[config.mk]
export PLATFORM = sky130hd
export DESIGN_NAME = vc_resource_regs
export DESIGN_NICKNAME = d
export VERILOG_FILES = /design/src/include/vc_resource_pkg.sv /design/src/hw/vc_resource_regs.sv
export SDC_FILE = /design/constraint.sdc
export NUM_CORES = 1
export LEC_CHECK = 0
export ABC_CLOCK_PERIOD_IN_PS = 1950
export BUFFER_PORTS_ARGS = -buffer_cell sky130_fd_sc_hd__buf_2
export CORE_MARGIN = 1.5
export CORE_UTILIZATION = 37
export DETAILED_ROUTE_END_ITERATION = 10
export GPL_ROUTABILITY_DRIVEN = 0
export PLACE_DENSITY_LB_ADDON = 0.05
export SLEW_MARGIN = 5
export SYNTH_ARGS = -nofsm -noshare
export SYNTH_HDL_FRONTEND = slang
export SYNTH_SLANG_ARGS = --single-unit
export TNS_END_PERCENT = 50
[constraint.sdc]
create_clock -name i_clk -period 1.95 [get_ports i_clk]
set_clock_uncertainty 0.1 [all_clocks]
set_input_delay 0.39 -clock i_clk [delete_from_list [all_inputs] [get_ports i_clk]]
set_output_delay 0.39 -clock i_clk [all_outputs]
set_load 0.02 [all_outputs]
[src/include/vc_resource_pkg.sv]
package vc_resource_pkg;

    // Register byte addresses in configuration space
    localparam logic [11:0] ADDR_VC0_CONTROL = 12'h154;
    localparam logic [11:0] ADDR_VC0_STATUS = 12'h158;
    localparam logic [11:0] ADDR_VC1_CAPABILITY = 12'h15c;

    // Control word fields
    localparam int CTL_TC_MAP_LSB = 0;
    localparam int CTL_LOAD_BIT = 16;
    localparam int CTL_ARB_SEL_LSB = 17;
    localparam int CTL_VC_ID_LSB = 24;
    localparam int CTL_ENABLE_BIT = 31;

    // Status word fields
    localparam int STS_TABLE_BIT = 16;
    localparam int STS_PENDING_BIT = 17;

    // Capability word fields
    localparam int CAP_ARB_LSB = 0;
    localparam int CAP_APS_BIT = 14;
    localparam int CAP_SNOOP_BIT = 15;
    localparam int CAP_SLOTS_LSB = 16;
    localparam int CAP_OFFSET_LSB = 24;

    // Reset and fixed values
    localparam logic [7:0] TC_MAP_RESET = 8'hff;
    localparam logic [2:0] ARB_SEL_DEFAULT = 3'h0;
    localparam logic [2:0] ARB_SEL_WEIGHTED = 3'h3;
    localparam logic [2:0] VC0_ID = 3'h0;
    localparam logic VC_ENABLE_RESET = 1'b1;

    // Capability values for extended VC count of zero and one
    localparam logic [7:0] ARB_CAP_NONE = 8'h00;
    localparam logic [7:0] ARB_CAP_VC1 = 8'h19;
    localparam logic [6:0] SLOTS_NONE = 7'h00;
    localparam logic [6:0] SLOTS_VC1 = 7'h7f;
    localparam logic [7:0] OFFSET_NONE = 8'h00;
    localparam logic [7:0] OFFSET_VC1 = 8'h08;

    // Arbitration table phases; table offset counts sixteen_byte_unit
    localparam int ARB_PHASES = 128;
    localparam int SIXTEEN_BYTE_UNIT = 16;

endpackage

[src/hw/vc_resource_regs.sv]
`timescale 1ns/1ps
module vc_resource_regs
    import vc_resource_pkg::*;
(
    // Clock and reset
    input wire logic i_clk,
    input wire logic i_rst,
    // Configuration space access
    input wire logic i_cfg_wr,
    input wire logic i_cfg_rd,
    input wire logic [11:0] i_cfg_addr,
    input wire logic [31:0] i_cfg_wdata,
    input wire logic [3:0] i_cfg_be,
    output logic [31:0] o_cfg_rdata,
    output logic o_cfg_rvalid,
    // Strap and default autoload
    input wire logic i_ext_vc_count,
    input wire logic i_autoload_valid,
    input wire logic [7:0] i_autoload_tc_map,
    input wire logic [6:0] i_autoload_max_slots,
    // Arbitration hardware
    input wire logic i_table_entry_write,
    input wire logic i_table_load_done,
    input wire logic i_negotiation_pending,
    output logic o_table_load,
    output logic o_table_status,
    // VC0 configuration
    output logic [7:0] o_tc_map,
    output logic [2:0] o_arb_select,
    output logic o_vc_enable
);

    logic ext_count;
    logic load_busy;
    logic pending;
    logic [6:0] max_slots;
    logic [31:0] control_word;
    logic [31:0] status_word;
    logic [31:0] capability_word;
    logic [31:0] next_rdata;
    logic ctl_wr;

    assign ctl_wr = i_cfg_wr && (i_cfg_addr == ADDR_VC0_CONTROL);

    function automatic logic [2:0] legal_select(input logic [2:0] value);
        if (value == ARB_SEL_WEIGHTED) begin
            return ARB_SEL_WEIGHTED;
        end
        return ARB_SEL_DEFAULT;
    endfunction

    // Strap caught while reset is held
    always_ff @(posedge i_clk) begin
        if (i_rst) begin
            ext_count <= i_ext_vc_count;
        end
    end

    always_ff @(posedge i_clk) begin
        if (i_rst) begin
            o_tc_map <= TC_MAP_RESET;
        end else if (ctl_wr && i_cfg_be[0]) begin
            o_tc_map <= i_cfg_wdata[CTL_TC_MAP_LSB +: 8];
        end else if (i_autoload_valid) begin
            o_tc_map <= i_autoload_tc_map;
        end
    end

    always_ff @(posedge i_clk) begin
        if (i_rst) begin
            o_arb_select <= ARB_SEL_DEFAULT;
        end else if (ctl_wr && i_cfg_be[2]) begin
            o_arb_select <= legal_select(i_cfg_wdata[CTL_ARB_SEL_LSB +: 3]);
        end
    end

    always_ff @(posedge i_clk) begin
        if (i_rst) begin
            o_vc_enable <= VC_ENABLE_RESET;
        end else if (ctl_wr && i_cfg_be[3]) begin
            o_vc_enable <= i_cfg_wdata[CTL_ENABLE_BIT];
        end
    end

    always_ff @(posedge i_clk) begin
        if (i_rst) begin
            o_table_load <= 1'b0;
        end else begin
            o_table_load <= ctl_wr && i_cfg_be[2] && i_cfg_wdata[CTL_LOAD_BIT];
        end
    end

    // Load in flight until the hardware reports done
    always_ff @(posedge i_clk) begin
        if (i_rst) begin
            load_busy <= 1'b0;
        end else if (o_table_load) begin
            load_busy <= 1'b1;
        end else if (i_table_load_done) begin
            load_busy <= 1'b0;
        end
    end

    // entry write wins over load finish
    always_ff @(posedge i_clk) begin
        if (i_rst) begin
            o_table_status <= 1'b0;
        end else if (i_table_entry_write) begin
            o_table_status <= 1'b1;
        end else if (load_busy && i_table_load_done) begin
            o_table_status <= 1'b0;
        end
    end

    always_ff @(posedge i_clk) begin
        if (i_rst) begin
            pending <= 1'b0;
        end else begin
            pending <= i_negotiation_pending;
        end
    end

    // slot count, strap default, autoload override
    always_ff @(posedge i_clk) begin
        if (i_rst) begin
            max_slots <= i_ext_vc_count ? SLOTS_VC1 : SLOTS_NONE;
        end else if (i_autoload_valid) begin
            max_slots <= i_autoload_max_slots;
        end
    end

    always_comb begin
        control_word = 32'h0;
        control_word[CTL_TC_MAP_LSB +: 8] = o_tc_map;
        control_word[CTL_LOAD_BIT] = 1'b0;
        control_word[CTL_ARB_SEL_LSB +: 3] = o_arb_select;
        control_word[CTL_VC_ID_LSB +: 3] = VC0_ID;
        control_word[CTL_ENABLE_BIT] = o_vc_enable;
    end

    always_comb begin
        status_word = 32'h0;
        status_word[STS_TABLE_BIT] = o_table_status;
        status_word[STS_PENDING_BIT] = pending;
    end

    always_comb begin
        capability_word = 32'h0;
        capability_word[CAP_ARB_LSB +: 8] =
            ext_count ? ARB_CAP_VC1 : ARB_CAP_NONE;
        capability_word[CAP_APS_BIT] = 1'b0;
        capability_word[CAP_SNOOP_BIT] = 1'b0;
        capability_word[CAP_SLOTS_LSB +: 7] = max_slots;
        capability_word[CAP_OFFSET_LSB +: 8] =
            ext_count ? OFFSET_VC1 : OFFSET_NONE;
    end

    always_comb begin
        case (i_cfg_addr)
            ADDR_VC0_CONTROL: begin
                next_rdata = control_word;
            end
            ADDR_VC0_STATUS: begin
                next_rdata = status_word;
            end
            ADDR_VC1_CAPABILITY: begin
                next_rdata = capability_word;
            end
            default: begin
                next_rdata = 32'h0;
            end
        endcase
    end

    // Read answer one cycle after the request
    always_ff @(posedge i_clk) begin
        if (i_rst) begin
            o_cfg_rdata <= 32'h0;
            o_cfg_rvalid <= 1'b0;
        end else begin
            o_cfg_rvalid <= i_cfg_rd;
            o_cfg_rdata <= i_cfg_rd ? next_rdata : 32'h0;
        end
    end

endmodule

# [Word level (Yosys, flattened, before mapping)]
# Cells that the tools add are included.
[totals] out_inout_bits=47 register_bits=57 in_bits=72 wordCells=44
[op_classes] muxes=17 n_eq_ne=4 n_bitwise=1 n_reduce_logical=11
[op_table] cell="one-hot mux 32 bit (3 select lines)" count=1
[op_table] cell="equality test 12 x 9 -> 1 bit (second input constant)" count=3
[op_table] cell="two-way mux 7 bit" count=3
[op_table] cell="two-way mux 8 bit" count=2
[op_table] cell="nonzero test 2 bit" count=4
[op_table] cell="two-way mux 1 bit" count=7
[op_table] cell="logical AND 1 bit" count=6
[op_table] cell="two-way mux 3 bit" count=2
[op_table] cell="two-way mux 5 bit" count=1
[op_table] cell="two-way mux 4 bit" count=1
[op_table] cell="equality test 3 x 2 -> 1 bit (second input constant)" count=1
[op_table] cell="OR reduction 2 bit" count=1
[op_table] cell="inverter 1 bit" count=1

# [Logic depth before layout (Yosys ltp)]
[depth] word_depth=6 ltp_mapped=4

# [Worst setup path before layout]
# No wires, ideal clock.
[synth_path] path_kind="in2reg" startpoint="in i_cfg_addr[9]" endpoint="reg o_tc_map[0]" path_slack_ns=-0.063 stages=4 setup_ns=0.072 arrival_ns=1.842 n_path_buf=1 path_cell_list="or4b_4 > buf_6 > nor4_4 > mux2i_1"
[synth_via] elab_chain_cells=4 word_cells_on_any_way=5 classes_between="1 x eq/ne; 1 x mux; 3 x reduce/logical"
[synth_rtl] element="start, declared" line="vc_resource_regs.sv:11" rtl="input wire logic [11:0] i_cfg_addr,"
[synth_rtl] element="equality test 12 x 9 -> 1 bit (*)" line="vc_resource_regs.sv:43" rtl="assign ctl_wr = i_cfg_wr && (i_cfg_addr == ADDR_VC0_CONTROL);"
[synth_rtl] element="logical AND 1 bit (*)" line="vc_resource_regs.sv:43"
[synth_rtl] element="logical AND 1 bit (*)" line="vc_resource_regs.sv:62" rtl="end else if (ctl_wr && i_cfg_be[0]) begin"
[synth_rtl] element="two-way mux 8 bit / nonzero test 2 bit (equally long branches)"
[synth_rtl] element="end signal, assigned" line="vc_resource_regs.sv:63" rtl="o_tc_map <= i_cfg_wdata[CTL_TC_MAP_LSB +: 8];"
[synth_rtl] element="end signal, assigned" line="vc_resource_regs.sv:65" rtl="o_tc_map <= i_autoload_tc_map;"
[synth_rtl] element="end, declared" line="vc_resource_regs.sv:28" rtl="output logic [7:0] o_tc_map,"
# Mark *: on every way between the ends. The rest lies on a longest branch, timed or not.
# A chain may end at the register's enable or synchronous reset.

# [Worst setup path after layout]
[layout_path] startpoint="in i_cfg_addr[1]" endpoint="reg o_table_load"
[layout_via] elab_chain_cells=4
[layout_rtl] element="equality test 12 x 9 -> 1 bit" line="vc_resource_regs.sv:43"
[layout_rtl] element="logical AND 1 bit" line="vc_resource_regs.sv:43"
[layout_rtl] element="logical AND 1 bit (2 in a row)" line="vc_resource_regs.sv:89" rtl="o_table_load <= ctl_wr && i_cfg_be[2] && i_cfg_wdata[CTL_LOAD_BIT];"
[layout_rtl] element="end signal, assigned" line="vc_resource_regs.sv:89"
[layout_rtl] element="end, declared" line="vc_resource_regs.sv:25" rtl="output logic o_table_load,"
# Every way passes these cells.

==> out/results.ini <==
[floorplanning]
ios = 119
coreArea_um2 = 4410
die_x_um = 71.3
die_y_um = 71.3
placement_rows = 24
start_util = 0.391
dieArea_um2 = 5080

[sta]
finalMaxSlewViolations = 0
finalHoldViolCount = 0
rsz0062_at_grt = false
setup_slack_ns = 0.179
finalCriticalPeriod_ns = 1.77
setup-violations-final = 0
finalCritPeriodShare = 0.908
max_freq_ghz = 0.565

[synth]
avgSynthCellArea_um2 = 10.3
synthesis.area_um2 = 1720
synth-simple-area-share = 0.218
synth_top_family_by_area = simple AND/OR/NAND/NOR gates
synth.distinct_cells = 31
ys_seq_area_frac = 0.511
async_flop_share = 0
yosysWarningCount = 0
synth-compound-area-share = 0.0820
ys_seq_elements = 40
muxShareOfSynthArea = 0.0704
postSynthCellCount = 167
synth_edf_count = 8
yosys_most_used_dff = dfxtp_1
synthAdderAreaFrac = 0
synth_xor_area_frac = 0

[cells_and_area]
stdcell_area_um2 = 2300
post-route-util = 0.521
drive_above_1_share = 0.413
layout_commonest_cell = buf_2
area_delta_synth_final_pct = 33.3
fill_cells = 428
final_cell_mix = buf_2, dfxtp_1, conb_1
diodes = 0
fin_nets = 330

[clock_network]
cts.sinks = 40
clk_pin_slew_ns = 0.08
insertion_delay_ns = 0.29
cts_resized = 0
holdBufCountCts = 0
h-tree-depth = 2
ctsLongestPathBuffers = 2
cts_buffers = 5
cts_root_buf = clkbuf_8
postCtsSetupRepairBufs = 0
tritoncts = yes

[critical_path]
ff2ff_path_depth = 3
end_kind = register
worst-setup-path-type = primary input to register
critPathMaxFanout = 6
required_ns = 2.06
setup.worst_path.start_class = primary input
crit_arrival_ns = 1.88

[routing]
drtIter0Drc = 58
vias = 1380
dr.pass1.iters = 3
wl_per_cell_um = 11.5
wirelength_um = 3580
ant_nets = 0
via_per_inst = 4.44
drcViolationCount = 0

[global_routing]
grt-ovfl-total = 0
grt_pass1_wl_um = 5920
grt_pass1_vias = 1354
grt_start_max_net_pins = 18
grt_use_total = 0.150
grt_antenna_before_repair = 0

[power]
p_int_mw = 1.34
p_per_area_nw_per_um2 = 765
seqPwrFrac = 0.508
combPwrFrac = 0.113
p_clk_frac = 0.379
p_leak_nw = 1.08
ir_drop_mv = 0.386
p_sw_frac = 0.236
p_total_mw = 1.76
switchingPower_mw = 0.415

[hold_path]
hold_path_class = primary input to register
hold_depth = 1

[placed_design]
port_buffers = 82
place_worst_setup_slack_ns = -0.102
dpl_cell_area_um2 = 2190
hpwl_um = 2730

[run_status]
status = completed

[job]
maxCapViolCount = 0

==> through the flow <==
step | hold WS (ns) | TNS (ns) | std cells
2_1_floorplan | 0.320 | -0.300 | 182
3_3_place_gp | 0.323 | -0.966 | 303
3_5_place_dp | 0.329 | -1.01 | 303
4_1_cts | 0.175 | 0 | 311
5_1_grt | 0.175 | 0 | 311
6_report | 0.181 | 0 | 311
==> layer usage <==
| metal | routed length (µm) | up-vias | global-route usage |
|---|---|---|---|
| met4 | 55 | 0 | 0.0608 |
| li1 | - | 714 | - |
| met3 | 277 | 6 | 0.0478 |
| met2 | 1670 | 57 | 0.243 |
| met5 | 0 | - | 0 |
| met1 | 1580 | 603 | 0.184 |
==> cell type report <==
class / count / area [µm²] / area share
multi-input combinational: 108 / 698 / 0.304
inverter: 10 / 37.5 / 0.0163
timing repair buffer: 93 / 505 / 0.220
tap: 52 / 65.1 / 0.0283
sequential: 40 / 881 / 0.383
clock inverter: 3 / 42.5 / 0.0185
clock buffer: 5 / 68.8 / 0.0299
==> registers in the layout, summed over array words and instances (netlist names) <==
| signal | flops |
|---|---|
| ext_count | 1 |
| load_busy | 1 |
| max_slots | 7 |
| o_arb_select | 1 |
| o_cfg_rdata | 17 |
| o_cfg_rvalid | 1 |
| o_table_load | 1 |
| o_table_status | 1 |
| o_tc_map | 8 |
| o_vc_enable | 1 |
| pending | 1 |
==> power groups by stage <==
stage	Combinational [mW]	Sequential, mW	Clock [mW]
floorplan	0.117	0.926	0
global placement	0.198	0.913	0
detailed placement	0.200	0.913	0
CTS	0.201	0.894	0.691
global route	0.222	0.897	0.721
finish	0.199	0.893	0.666
==> synthesized netlist by cell type (all sizes together), types with 2 or more instances <==
cell type / instances / share of area
clkbuf: 4 / 0.0087
nor3b: 3 / 0.013
or2: 2 / 0.0073
o21ai: 7 / 0.020
a22o: 3 / 0.015
inv: 10 / 0.022
nor2b: 9 / 0.033
a21oi: 4 / 0.012
nor2: 12 / 0.026
edfxtp: 8 / 0.14
nor4: 5 / 0.034
nand2: 6 / 0.013
a211oi: 8 / 0.035
nand2b: 2 / 0.0073
and2: 11 / 0.040
dfxtp: 32 / 0.37
or4bb: 2 / 0.013
or4b: 2 / 0.014
buf: 20 / 0.086
mux2i: 11 / 0.064
==> worst max-delay path: stages <==
cell and delay (ns):
buf_2 0.10, or4b_1 0.68, or4_1 0.51, nor3b_1 0.20
==> cells by family after synthesis <==
kind of cell           Yosys count
AND/OR/NAND/NOR                 58
flip-flops                      40
buffers and inverters           34
AO/OA/AOI/OAI                   22
multiplexers                    12
other                            1
==> final timing paths <==
path	endpoint	slack, ns	from
worst max-delay path	o_table_load	0.18	i_cfg_addr[1]
worst max register to register	o_cfg_rdata[17]	0.91	o_arb_select[0]
worst min register to register	o_cfg_rdata[21]	0.34	max_slots[5]
worst min-delay path	ext_count	0.18	i_ext_vc_count
(Power assumes the default switching activity.)
